<file path="config.mk">
export PLATFORM = sky130hd
export DESIGN_NAME = rxphy_bank
export DESIGN_NICKNAME = d
export VERILOG_FILES = /design/src/verilog/rxphy_pkg.sv /design/src/verilog/rxphy_sync.sv /design/src/verilog/rxphy_preemp.sv /design/src/verilog/rxphy_bank.sv
export VERILOG_INCLUDE_DIRS = /design/src /design/src/verilog
export SDC_FILE = /design/constraint.sdc
export NUM_CORES = 1
export LEC_CHECK = 0
export CAP_MARGIN = 20
export CORE_UTILIZATION = 30
export CTS_CLUSTER_DIAMETER = 30
export CTS_CLUSTER_SIZE = 12
export DETAILED_ROUTE_END_ITERATION = 8
export DONT_BUFFER_PORTS = 1
export GPL_TIMING_DRIVEN = 1
export PLACE_DENSITY = 0.46
export SLEW_MARGIN = 0
export SYNTH_ARGS = -nofsm -noshare
export SYNTH_HDL_FRONTEND = slang
export SYNTH_SLANG_ARGS = --single-unit
</file>
<file path="constraint.sdc">
create_clock -name pclk -period 2.2 [get_ports pclk]
set_clock_uncertainty 0.15 [all_clocks]
set_input_delay 0.11 -clock pclk [delete_from_list [all_inputs] [get_ports pclk]]
set_output_delay 0.11 -clock pclk [all_outputs]
set_load 0.03 [all_outputs]
</file>
<file path="src/verilog/rxphy_map.svh">
// Register offsets, field positions, reset values and masks of the Phy_condition_report/config bank.
// Assumes an APB slave with a 12-bit byte address and one 32-bit word per register.
`ifndef RXPHY_MAP_SVH
`define RXPHY_MAP_SVH

// ----------------------------------------
// Offsets
// ----------------------------------------
`define RXPHY_ADDR_W 12
`define RXPHY_STATUS_OFS 12'h208
`define RXPHY_CFG_OFS 12'h214

// ----------------------------------------
// Status word fields
// ----------------------------------------
`define RXPHY_BUF_LSB 24
`define RXPHY_ALIGN_LSB 20
`define RXPHY_VLOW_LSB 12
`define RXPHY_PRBS_LSB 8
`define RXPHY_LOCK_LSB 4
`define RXPHY_RSTDONE_LSB 0

// ----------------------------------------
// Configuration word fields
// ----------------------------------------
`define RXPHY_TEST_BIT 31
`define RXPHY_SCHED_LSB 14
`define RXPHY_CEIL_LSB 12
`define RXPHY_EQOPT_LSB 10
`define RXPHY_SWING_LSB 0
`define RXPHY_CFG_RESET 32'h0000_0000
`define RXPHY_CFG_WMASK 32'h80ff_fc03

// ----------------------------------------
// Iteration bookkeeping
// ----------------------------------------
`define RXPHY_SCHED_LAST 3'h4
`define RXPHY_ITER_MAX 3'h7

`endif

</file>
<file path="src/verilog/rxphy_pkg.sv">
// Types shared by the Phy_condition_report/config bank.
// Assumes nothing beyond a SystemVerilog compiler.
package rxphy_pkg;
    typedef enum logic [1:0] {
        RXPHY_EQ_RAMP,
        RXPHY_EQ_HOLD,
        RXPHY_EQ_NA,
        RXPHY_EQ_TABLE
    } rxphy_eq_e;

    typedef logic [1:0] rxphy_level_t;
endpackage : rxphy_pkg

</file>
<file path="src/verilog/rxphy_sync.sv">
// Three-stage synchroniser for transceiver status levels.
// Assumes inputs are slow levels from another clock domain.
module rxphy_sync #(
    parameter int W = 28
) (
    input wire logic pclk,
    input wire logic presetn,
    input wire logic [W-1:0] async_in,
    output logic [W-1:0] sync_q
);
    logic [W-1:0] s1_q;
    logic [W-1:0] s2_q;
    logic [W-1:0] s3_q;
    logic [W-1:0] agree;
    logic [W-1:0] sync_d;

    // Only the second and third stages are compared
    assign agree = ~(s2_q ^ s3_q);
    assign sync_d = (agree & s3_q) | (~agree & sync_q);

    always_ff @(posedge pclk or negedge presetn) begin
        if (!presetn) begin
            s1_q <= '0;
            s2_q <= '0;
            s3_q <= '0;
            sync_q <= '0;
        end else begin
            s1_q <= async_in;
            s2_q <= s1_q;
            s3_q <= s2_q;
            sync_q <= sync_d;
        end
    end
endmodule : rxphy_sync

</file>
<file path="src/verilog/rxphy_preemp.sv">
// Pre-emphasis adjust request generator for channel equalization iterations.
// Assumes eq_start and eq_iter are one-cycle pulses from training logic on pclk.
`include "rxphy_map.svh"

module rxphy_preemp
    import rxphy_pkg::*;
(
    input wire logic pclk,
    input wire logic presetn,
    input wire logic eq_start,
    input wire logic eq_iter,
    input wire rxphy_eq_e eq_option,
    input wire rxphy_level_t ceiling,
    input wire logic [9:0] schedule,
    output rxphy_level_t preemp_request_q
);
    logic [2:0] iter_q;
    logic [2:0] iter_d;
    logic [2:0] sched_idx;
    rxphy_level_t ramp_lvl;
    rxphy_level_t sched_lvl;
    rxphy_level_t req_d;

    // Iterations past the fifth reuse the last schedule entry
    assign sched_idx = (iter_q > `RXPHY_SCHED_LAST) ? `RXPHY_SCHED_LAST : iter_q;
    assign sched_lvl = schedule[{sched_idx, 1'b0} +: 2];
    assign ramp_lvl = ({1'b0, ceiling} < iter_q) ? ceiling : iter_q[1:0];
    assign iter_d = eq_start ? 3'h0 :
                    (eq_iter && iter_q != `RXPHY_ITER_MAX) ? iter_q + 3'h1 : iter_q;
    assign req_d = !eq_iter ? preemp_request_q :
                   (eq_option == RXPHY_EQ_RAMP) ? ramp_lvl :
                   (eq_option == RXPHY_EQ_HOLD) ? ceiling :
                   (eq_option == RXPHY_EQ_TABLE) ? sched_lvl : 2'h0;

    always_ff @(posedge pclk or negedge presetn) begin
        if (!presetn) begin
            iter_q <= 3'h0;
            preemp_request_q <= 2'h0;
        end else begin
            iter_q <= iter_d;
            preemp_request_q <= req_d;
        end
    end

    // ----------------------------------------
    // Assertions
    // ----------------------------------------
    a_hold_ceiling: assert property (@(posedge pclk) disable iff (!presetn)
        eq_iter && eq_option == RXPHY_EQ_HOLD |=> preemp_request_q == $past(ceiling))
        else $error("hold option did not request the ceiling");
    a_ramp_capped: assert property (@(posedge pclk) disable iff (!presetn)
        eq_iter && eq_option == RXPHY_EQ_RAMP |=> preemp_request_q <= $past(ceiling))
        else $error("ramp request exceeded the ceiling");
    a_ramp_first: assert property (@(posedge pclk) disable iff (!presetn)
        eq_start ##1 (eq_iter && eq_option == RXPHY_EQ_RAMP) |=> preemp_request_q == 2'h0)
        else $error("ramp did not start at level zero");
    a_table_first: assert property (@(posedge pclk) disable iff (!presetn)
        eq_start ##1 (eq_iter && eq_option == RXPHY_EQ_TABLE)
        |=> preemp_request_q == $past(schedule[1:0]))
        else $error("first iteration did not use lowest schedule pair");
    c_table_use: cover property (@(posedge pclk) disable iff (!presetn)
        eq_iter && eq_option == RXPHY_EQ_TABLE);
endmodule : rxphy_preemp

</file>
<file path="src/verilog/rxphy_bank.sv">
// Phy_condition_report and training configuration registers behind an APB slave.
// Assumes status pins come from transceiver clock domains; training pulses are on pclk.
//
// What this block does
// Status reports two-bit receive buffer state per lane, lane 3 highest.
// Status carries one byte-alignment flag per lane, bits 23 down to 20.
// Low-voltage flags in two-bit fields per lane pair, lanes 2-3 upper.
// PRBS errors in two-bit fields per lane pair, lanes 2-3 upper.
// Lock flags: receiver clock 7, fabric PLL 6, lanes 2-3 PLL 5, lanes 0-1 PLL 4.
// Reset-done in two-bit fields, lanes 2-3 above lanes 0-1 at bottom.
// Training fails until every active lane swing reaches the programmed floor; three active lanes are judged as two.
// Software should leave the configuration word at its default.
// Top configuration bit puts the PHY into test mode.
// Schedule field holds five two-bit levels, iteration 1 lowest.
// Two-bit pre-emphasis level is ceiling or held value for requests.
// Two-bit option picks how pre-emphasis adjust requests are produced.
// Option 00 raises request one level per iteration up to ceiling.
// Option 01 holds the ceiling, 11 uses schedule, 10 not applicable.
// Lowest two configuration bits hold the minimum swing level.
// Status reads show live conditions, unlatched; writes to it are ignored.
`include "rxphy_map.svh"

module rxphy_bank
    import rxphy_pkg::*;
(
    input wire logic pclk,
    input wire logic presetn,
    input wire logic psel,
    input wire logic penable,
    input wire logic pwrite,
    input wire logic [`RXPHY_ADDR_W-1:0] paddr,
    input wire logic [31:0] pwdata,
    output logic [31:0] prdata_q,
    output logic pready_q,
    output logic pslverr_q,
    input wire logic [7:0] rx_buf_status,
    input wire logic [3:0] lane_byte_aligned,
    input wire logic [3:0] rx_volt_low,
    input wire logic [3:0] prbs_error,
    input wire logic rx_clk_locked,
    input wire logic fabric_pll_locked,
    input wire logic pll23_locked,
    input wire logic pll01_locked,
    input wire logic [3:0] reset_done,
    input wire logic [2:0] active_lanes,
    input wire logic [7:0] lane_drive_setting,
    input wire logic eq_start,
    input wire logic eq_iter,
    output logic training_fail_q,
    output logic phy_test_mode_q,
    output logic [1:0] preemp_request_q
);
    // ----------------------------------------
    // Status synchronisation
    // ----------------------------------------
    logic [27:0] stat_raw;
    logic [27:0] stat_q;
    logic [31:0] status_word;

    assign stat_raw = {rx_buf_status, lane_byte_aligned, rx_volt_low, prbs_error,
                       rx_clk_locked, fabric_pll_locked, pll23_locked, pll01_locked,
                       reset_done};

    rxphy_sync #(.W(28)) u_sync (
        .pclk(pclk),
        .presetn(presetn),
        .async_in(stat_raw),
        .sync_q(stat_q)
    );

    // Bits 19:16 are reserved and read zero
    assign status_word = {stat_q[27:20],
                          stat_q[19:16],
                          4'h0,
                          stat_q[15:12],
                          stat_q[11:8],
                          stat_q[7:4],
                          stat_q[3:0]};

    // ----------------------------------------
    // APB decode
    // ----------------------------------------
    logic [31:0] cfg_q;
    logic [31:0] cfg_d;
    logic setup;
    logic access;
    logic hit_status;
    logic hit_cfg;
    logic hit_any;
    logic cfg_wr;
    logic [31:0] rdata_d;

    assign setup = psel && !penable;
    assign access = psel && penable && pready_q;
    assign hit_status = (paddr == `RXPHY_STATUS_OFS);
    assign hit_cfg = (paddr == `RXPHY_CFG_OFS);
    assign hit_any = hit_status || hit_cfg;
    assign cfg_wr = access && pwrite && hit_cfg;
    // Status is sampled at setup so a read reflects the live condition
    assign rdata_d = (!setup || pwrite) ? 32'h0000_0000 :
                     hit_status ? status_word :
                     hit_cfg ? cfg_q : 32'h0000_0000;
    // Only documented fields are writable; writes to status fall through
    assign cfg_d = cfg_wr ? (pwdata & `RXPHY_CFG_WMASK) : cfg_q;

    // Zero-wait slave: pready only in the access cycle after a setup
    always_ff @(posedge pclk or negedge presetn) begin
        if (!presetn) begin
            pready_q <= 1'b0;
            pslverr_q <= 1'b0;
            prdata_q <= 32'h0000_0000;
        end else begin
            pready_q <= setup;
            pslverr_q <= setup && !hit_any;
            prdata_q <= rdata_d;
        end
    end

    always_ff @(posedge pclk or negedge presetn) begin
        if (!presetn) begin
            cfg_q <= `RXPHY_CFG_RESET;
        end else begin
            cfg_q <= cfg_d;
        end
    end

    // ----------------------------------------
    // Configuration fields
    // ----------------------------------------
    rxphy_level_t swing_floor;
    rxphy_level_t ceiling;
    rxphy_eq_e eq_option;
    logic [9:0] schedule;

    assign swing_floor = cfg_q[`RXPHY_SWING_LSB +: 2];
    assign ceiling = cfg_q[`RXPHY_CEIL_LSB +: 2];
    assign eq_option = rxphy_eq_e'(cfg_q[`RXPHY_EQOPT_LSB +: 2]);
    assign schedule = cfg_q[`RXPHY_SCHED_LSB +: 10];

    // ----------------------------------------
    // Swing floor check
    // ----------------------------------------
    logic [3:0] lane_on;
    logic [3:0] lane_low;
    logic swing_fail_d;

    // Lanes beyond the active count are not judged
    assign lane_on = (active_lanes >= 3'h4) ? 4'hf :
                     (active_lanes >= 3'h2) ? 4'h3 :
                     (active_lanes >= 3'h1) ? 4'h1 : 4'h0;
    assign lane_low[0] = lane_drive_setting[1:0] < swing_floor;
    assign lane_low[1] = lane_drive_setting[3:2] < swing_floor;
    assign lane_low[2] = lane_drive_setting[5:4] < swing_floor;
    assign lane_low[3] = lane_drive_setting[7:6] < swing_floor;
    assign swing_fail_d = |(lane_low & lane_on);

    always_ff @(posedge pclk or negedge presetn) begin
        if (!presetn) begin
            training_fail_q <= 1'b0;
            phy_test_mode_q <= 1'b0;
        end else begin
            training_fail_q <= swing_fail_d;
            phy_test_mode_q <= cfg_q[`RXPHY_TEST_BIT];
        end
    end

    // ----------------------------------------
    // Pre-emphasis requests
    // ----------------------------------------
    rxphy_preemp u_preemp (
        .pclk(pclk),
        .presetn(presetn),
        .eq_start(eq_start),
        .eq_iter(eq_iter),
        .eq_option(eq_option),
        .ceiling(ceiling),
        .schedule(schedule),
        .preemp_request_q(preemp_request_q)
    );

    // ----------------------------------------
    // Assertions
    // ----------------------------------------
    logic rd_status;
    assign rd_status = setup && !pwrite && hit_status;

    a_buf_field: assert property (@(posedge pclk) disable iff (!presetn)
        rd_status |=> prdata_q[31:24] == $past(stat_q[27:20]))
        else $error("buffer status field misplaced");
    a_align_field: assert property (@(posedge pclk) disable iff (!presetn)
        rd_status |=> prdata_q[23:16] == {$past(stat_q[19:16]), 4'h0})
        else $error("alignment flags misplaced");
    a_volt_prbs: assert property (@(posedge pclk) disable iff (!presetn)
        rd_status |=> prdata_q[15:8] == $past(stat_q[15:8]))
        else $error("low voltage or PRBS fields misplaced");
    a_lock_reset: assert property (@(posedge pclk) disable iff (!presetn)
        rd_status |=> prdata_q[7:0] == $past(stat_q[7:0]))
        else $error("lock or reset done fields misplaced");
    a_status_ro: assert property (@(posedge pclk) disable iff (!presetn)
        access && pwrite && hit_status |=> $stable(cfg_q))
        else $error("status write changed configuration");
    a_swing_gate: assert property (@(posedge pclk) disable iff (!presetn)
        active_lanes == 3'h4 && lane_drive_setting[7:6] < swing_floor
        |=> training_fail_q)
        else $error("training not failed below swing floor");
    a_swing_pass: assert property (@(posedge pclk) disable iff (!presetn)
        active_lanes == 3'h1 && lane_drive_setting[1:0] >= swing_floor |=> !training_fail_q)
        else $error("training failed with swing met");
    a_test_mode: assert property (@(posedge pclk) disable iff (!presetn)
        cfg_wr ##1 1'b1 |=> phy_test_mode_q == $past(pwdata[31], 2))
        else $error("test mode does not follow top bit");
    a_apb_answer: assert property (@(posedge pclk) disable iff (!presetn)
        setup |=> pready_q ##1 !pready_q)
        else $error("access phase not exactly one cycle");
    a_unmapped_err: assert property (@(posedge pclk) disable iff (!presetn)
        setup && !hit_any |=> pslverr_q && prdata_q == 32'h0000_0000)
        else $error("unmapped address not flagged");

    // ----------------------------------------
    // Bus shape
    // ----------------------------------------
    a_ready_idle: assert property (@(posedge pclk) disable iff (!presetn)
        !setup |=> !pready_q)
        else $error("ready raised without a setup");
    a_rdata_quiet: assert property (@(posedge pclk) disable iff (!presetn)
        !setup || pwrite |=> prdata_q == 32'h0000_0000)
        else $error("read data outside a read access");
    a_mapped_okay: assert property (@(posedge pclk) disable iff (!presetn)
        setup && hit_any |=> !pslverr_q)
        else $error("error on a mapped address");
    a_err_ready: assert property (@(posedge pclk) disable iff (!presetn)
        pslverr_q |-> pready_q)
        else $error("error response without ready");
    a_reserved_zero: assert property (@(posedge pclk) disable iff (!presetn)
        rd_status |=> prdata_q[19:16] == 4'h0)
        else $error("reserved status bits not zero");

    // ----------------------------------------
    // Configuration word
    // ----------------------------------------
    a_cfg_written: assert property (@(posedge pclk) disable iff (!presetn)
        cfg_wr |=> cfg_q == ($past(pwdata) & `RXPHY_CFG_WMASK))
        else $error("configuration write not masked");
    a_cfg_kept: assert property (@(posedge pclk) disable iff (!presetn)
        !cfg_wr |=> $stable(cfg_q))
        else $error("configuration changed without a write");
    a_cfg_read: assert property (@(posedge pclk) disable iff (!presetn)
        setup && !pwrite && hit_cfg |=> prdata_q == $past(cfg_q))
        else $error("configuration read back wrong");
    a_test_follow: assert property (@(posedge pclk) disable iff (!presetn)
        1'b1 |=> phy_test_mode_q == $past(cfg_q[`RXPHY_TEST_BIT]))
        else $error("test mode lags the top bit");

    // ----------------------------------------
    // Swing floor per lane
    // ----------------------------------------
    a_lane0_floor: assert property (@(posedge pclk) disable iff (!presetn)
        active_lanes != 3'h0 && lane_drive_setting[1:0] < swing_floor |=> training_fail_q)
        else $error("lane 0 below floor not failed");
    a_lane1_floor: assert property (@(posedge pclk) disable iff (!presetn)
        active_lanes >= 3'h2 && lane_drive_setting[3:2] < swing_floor |=> training_fail_q)
        else $error("lane 1 below floor not failed");
    a_lane2_floor: assert property (@(posedge pclk) disable iff (!presetn)
        active_lanes >= 3'h4 && lane_drive_setting[5:4] < swing_floor |=> training_fail_q)
        else $error("lane 2 below floor not failed");
    a_no_lanes: assert property (@(posedge pclk) disable iff (!presetn)
        active_lanes == 3'h0 |=> !training_fail_q)
        else $error("training failed with no active lane");

    // ----------------------------------------
    // Synchroniser settling
    // ----------------------------------------
    // Checker aid only: counts edges on which the raw status held still
    logic [27:0] raw_prev_q;
    logic [2:0] calm_q;
    logic [2:0] calm_d;

    assign calm_d = (stat_raw != raw_prev_q) ? 3'h0 :
                    (calm_q == 3'h7) ? calm_q : calm_q + 3'h1;

    always_ff @(posedge pclk or negedge presetn) begin
        if (!presetn) begin
            raw_prev_q <= 28'h0000000;
            calm_q <= 3'h0;
        end else begin
            raw_prev_q <= stat_raw;
            calm_q <= calm_d;
        end
    end

    a_sync_settle: assert property (@(posedge pclk) disable iff (!presetn)
        calm_q >= 3'h3 |-> stat_q == raw_prev_q)
        else $error("status not settled after calm edges");

    c_status_read: cover property (@(posedge pclk) disable iff (!presetn)
        rd_status ##1 pready_q);
    c_cfg_write: cover property (@(posedge pclk) disable iff (!presetn) cfg_wr);
    c_unmapped: cover property (@(posedge pclk) disable iff (!presetn)
        setup && !hit_any);
    c_train_fail: cover property (@(posedge pclk) disable iff (!presetn)
        training_fail_q ##1 !training_fail_q);
endmodule : rxphy_bank

</file>
==> results.rst <==
.. list-table::
   :header-rows: 1

   * - Metric
     - Value
   * - Async set-reset flop share out of synthesis
     - 100%
   * - Clock root cell
     - sky130_fd_sc_hd__clkbuf_16
   * - Prevailing post-synth register cell
     - sky130_fd_sc_hd__dfrtp_1
   * - Outcome
     - complete, but fails checks
   * - Clock tree from TritonCTS
     - built
   * - Hold Worst Slack
     - -0.761 ns
   * - Share of the clock period used by the worst path
     - between 80% and 90%
   * - Area used by multi-input combinational logic
     - around 1300 sq um
   * - Number of buffers on the longest clock path
     - 2
   * - Proportion of netlist area held by the largest area contributor
     - ~75%
   * - Filler Cell Count
     - 1759
   * - Post-synth top area cell
     - sky130_fd_sc_hd__dfrtp_1
   * - Number of pins with negative max-slew slack in the final report
     - 0
   * - Vias in the first global route
     - about 3200
   * - Number of cells in the design after placement
     - just under 600
   * - Mean cell area of the mapped netlist
     - between 15 and 20 sq um
   * - Max-slew headroom at the worst pin
     - between 60 and 70%
   * - H-tree level count
     - 4
   * - Antenna cells
     - 0
   * - Global-route wire length before repair
     - 16.9 mm
   * - Number of port buffers
     - 0
   * - DRT iter0 DRCs
     - 66
   * - Reg2Reg Launch Point
     - cfg_q[1]
   * - Power density of the placed cells
     - between 900 and 1000 nW/um^2
   * - Aggregate global routing overflow
     - 0
   * - GP Congestion
     - 0.743
   * - Layout cells sized above 1
     - around 15%
   * - Non-Filler Instances
     - about 660
   * - Aggregate negative setup slack
     - 0 ns
   * - Post-route DRC violation count
     - 0
   * - I/O pins
     - 128
   * - Unrepaired setup endpoints after global routing
     - no
   * - Hold-fix buffers, CTS
     - 54
   * - Average wire per cell in the routed design
     - roughly 15 microns
   * - Data arrival time of the critical path
     - around 2.2 ns
   * - Standby leakage power
     - 3.12 nW
   * - Final Hold Vio Count
     - 170
   * - Post-DRT Antenna Nets
     - 0
   * - Overall die area
     - 19500 sq um
   * - Sort of element at the end of the critical path
     - flip-flop
   * - Min Clock Period, post-route
     - slightly below 2 ns
   * - Post-Syn Nets
     - 448
   * - Largest net degree at the start of global routing
     - approximately 170
   * - Register-to-register path setup slack
     - 0.23 ns
   * - Worst path required time
     - approximately 2.4 ns
   * - Cells taking the most area after synthesis
     - sky130_fd_sc_hd__dfrtp_1, sky130_fd_sc_hd__maj3_1, sky130_fd_sc_hd__mux2_4
   * - Setup-violating endpoint count in the final report
     - 0
   * - GRT Total Usage
     - 11.4%
   * - Initial standard-cell utilization of the core
     - 31.1%
   * - Post-synth EDFFs
     - 0
   * - Maximum resistive drop on vdd
     - between 500 and 600 uV
   * - Area added between synthesis and finish
     - 25.4%
   * - Via count
     - between 2000 and 3000
   * - CTS clock-pin slew for the worst setup and hold paths
     - ~0.070 ns
   * - Clock network latency to the later pin of the worst-skew pair
     - a little over 0.4 ns
   * - Kind of start point of the critical path
     - flip-flop
   * - Number of warnings issued by yosys
     - 0
   * - Vert. Die Dim
     - ~140 microns
   * - R2r endpoint
     - training_fail_q
   * - Highest fanout seen on the critical path
     - 5
   * - Critical path start-end classification
     - flip-flop to flip-flop
   * - Min-Delay Path Class
     - primary input to asynchronous set/reset pin
   * - Standard-cell rows
     - just under 50
   * - Violated checks
     - hold timing
   * - Sequential-to-total area share from yosys stat
     - between 70% and 80%
   * - Count of unique library cells instantiated by Yosys
     - 39
   * - CTS Buf Count
     - 17
   * - DR pass1 iterations
     - 4
   * - Max-capacitance violation count
     - 0
   * - Post-DP HPWL
     - 6.27 mm
   * - Fmax
     - a little over 500 MHz
   * - Antenna violations before repair
     - 0
   * - Syn Inst Count
     - between 300 and 400
   * - Core box area
     - about 18000 sq um
   * - Net total in the final layout
     - slightly above 500
   * - Yosys reg bits
     - 170
   * - Slew at the pin closest to its max-slew limit
     - about 0.46 ns
   * - Worst r2r path cells
     - 7
   * - Routed wire length
     - 10.0 mm
   * - Clock sink count
     - 170
   * - Via-per-instance ratio
     - between 4 and 5
   * - Reg area
     - 4250 sq um
   * - Synthesized area
     - approximately 5700 sq um
   * - DIE WIDTH
     - roughly 140 microns
==> through the flow <==
| stage | cell area, sq um | util (%) | setup slack, ns | total power, W |
|---|---|---|---|---|
| 4_1_cts | 7120 | 39.0 | 0.122 | 0.00673 |
| 5_1_grt | 7120 | 39.0 | 0.0539 | 0.00690 |
| 6_report | 7120 | 39.0 | 0.226 | 0.00662 |
| 3_5_place_dp | 5970 | 32.7 | 0.373 | 0.00355 |
| 2_1_floorplan | 5680 | - | 0.491 | 0.00351 |
| 3_3_place_gp | 5970 | 32.7 | 0.364 | 0.00354 |
==> cell usage in the layout (no fill, tap or decap), types with 2 or more instances in the layout <==
master                          Yosys  routed
sky130_fd_sc_hd__inv_1              5       4
sky130_fd_sc_hd__buf_4              0       6
sky130_fd_sc_hd__clkinvlp_4         0       3
sky130_fd_sc_hd__a21oi_1            9       8
sky130_fd_sc_hd__nor4_1             2       2
sky130_fd_sc_hd__mux2i_1            4       4
sky130_fd_sc_hd__dfrtp_1          170     170
sky130_fd_sc_hd__bufinv_16          0       2
sky130_fd_sc_hd__nor4_4             2       2
sky130_fd_sc_hd__inv_6              0       5
sky130_fd_sc_hd__clkbuf_16          0      17
sky130_fd_sc_hd__nand2b_1           6       6
sky130_fd_sc_hd__nand4_1            2       2
sky130_fd_sc_hd__nor2b_1            4       4
sky130_fd_sc_hd__o21ai_0            5       5
sky130_fd_sc_hd__clkbuf_8           0       4
sky130_fd_sc_hd__nor2_1            24      24
sky130_fd_sc_hd__nand2_1            5       5
sky130_fd_sc_hd__ha_1               8       8
sky130_fd_sc_hd__nor3_2             2       2
sky130_fd_sc_hd__mux2_4            14      14
sky130_fd_sc_hd__a22oi_1           13      13
sky130_fd_sc_hd__dlygate4sd3_1      0      54
sky130_fd_sc_hd__and2_1            19      19
sky130_fd_sc_hd__nor3_1             3       3
sky130_fd_sc_hd__maj3_1            28      28
==> how the worst max path moves through the flow <==
| stage | endpoint | cells after the start | start | slack, ns |
|---|---|---|---|---|
| 2_1_floorplan | cfg_q[0] | 5 | paddr[1] | 0.49 |
| 3_3_place_gp | u_preemp.preemp_request_q[1] | 7 | u_preemp.iter_q[1] | 0.36 |
| 3_5_place_dp | u_preemp.preemp_request_q[1] | 7 | u_preemp.iter_q[0] | 0.37 |
| 4_1_cts | training_fail_q | 7 | cfg_q[1] | 0.12 |
| 5_1_grt | training_fail_q | 7 | cfg_q[1] | 0.05 |
| 6_report | training_fail_q | 7 | cfg_q[1] | 0.23 |
==> layout make-up <==
class	count	share of cell area, %
inverter	5	0.263
clock buffer	21	6.75
timing repair buffer	61	8.50
multi-input combinational	166	18.9
clock inverter	11	1.84
sequential	170	59.7
tap	229	4.02
==> worst max-delay path, stage by stage (launching register included) <==
cell                            delay, ns
sky130_fd_sc_hd__dfrtp_1             0.40
sky130_fd_sc_hd__inv_2               0.10
sky130_fd_sc_hd__ha_1                0.24
sky130_fd_sc_hd__a21oi_2             0.14
sky130_fd_sc_hd__nor2_1              0.07
sky130_fd_sc_hd__nor2_1              0.10
sky130_fd_sc_hd__a2bb2oi_1           0.15
sky130_fd_sc_hd__dlygate4sd3_1       0.55
==> per-layer routing <==
metal | routed length [microns] | vias up | global-route usage, %
met5 | 0 | - | 0
met4 | 93 | 0 | 5.90
met3 | 534 | 7 | 3.79
met2 | 4560 | 83 | 16.4
met1 | 4860 | 1453 | 15.2
li1 | - | 1340 | -
==> cells by family (layout without fill, tap and decap cells) <==
kind of cell	count (synthesis)	count (layout)	synth area share, %
compound gates	34	34	3.97
xor+xnor	1	1	0.154
fa+ha+maj	36	36	6.70
buf+inv	14	98	1.45
flops	170	170	74.9
mux	19	19	4.80
simple gates	76	76	8.02
==> cell usage after synthesis (all sizes together) (5+ instances only) <==
cell type and number:
a21oi 9, a22oi 13, and2 19, buf 6
dfrtp 170, ha 8, inv 5, maj3 28
mux2 14, nand2 6, nand2b 6, nor2 24
nor3 5, o21ai 5
==> where the power goes <==
part | internal, W | switching [W]
Combinational | 0.000139 | 0.0000693
Clock | 0.00181 | 0.00123
Sequential | 0.00327 | 0.0000950
Total | 0.00522 | 0.00140
==> timing repair <==
action	in CTS	in global routing
gates resized for setup	0	2
setup endpoints to repair	0	1
buffers inserted	0	0
endpoints found under the hold margin	226	170
Power figures use the tool's default switching activity.
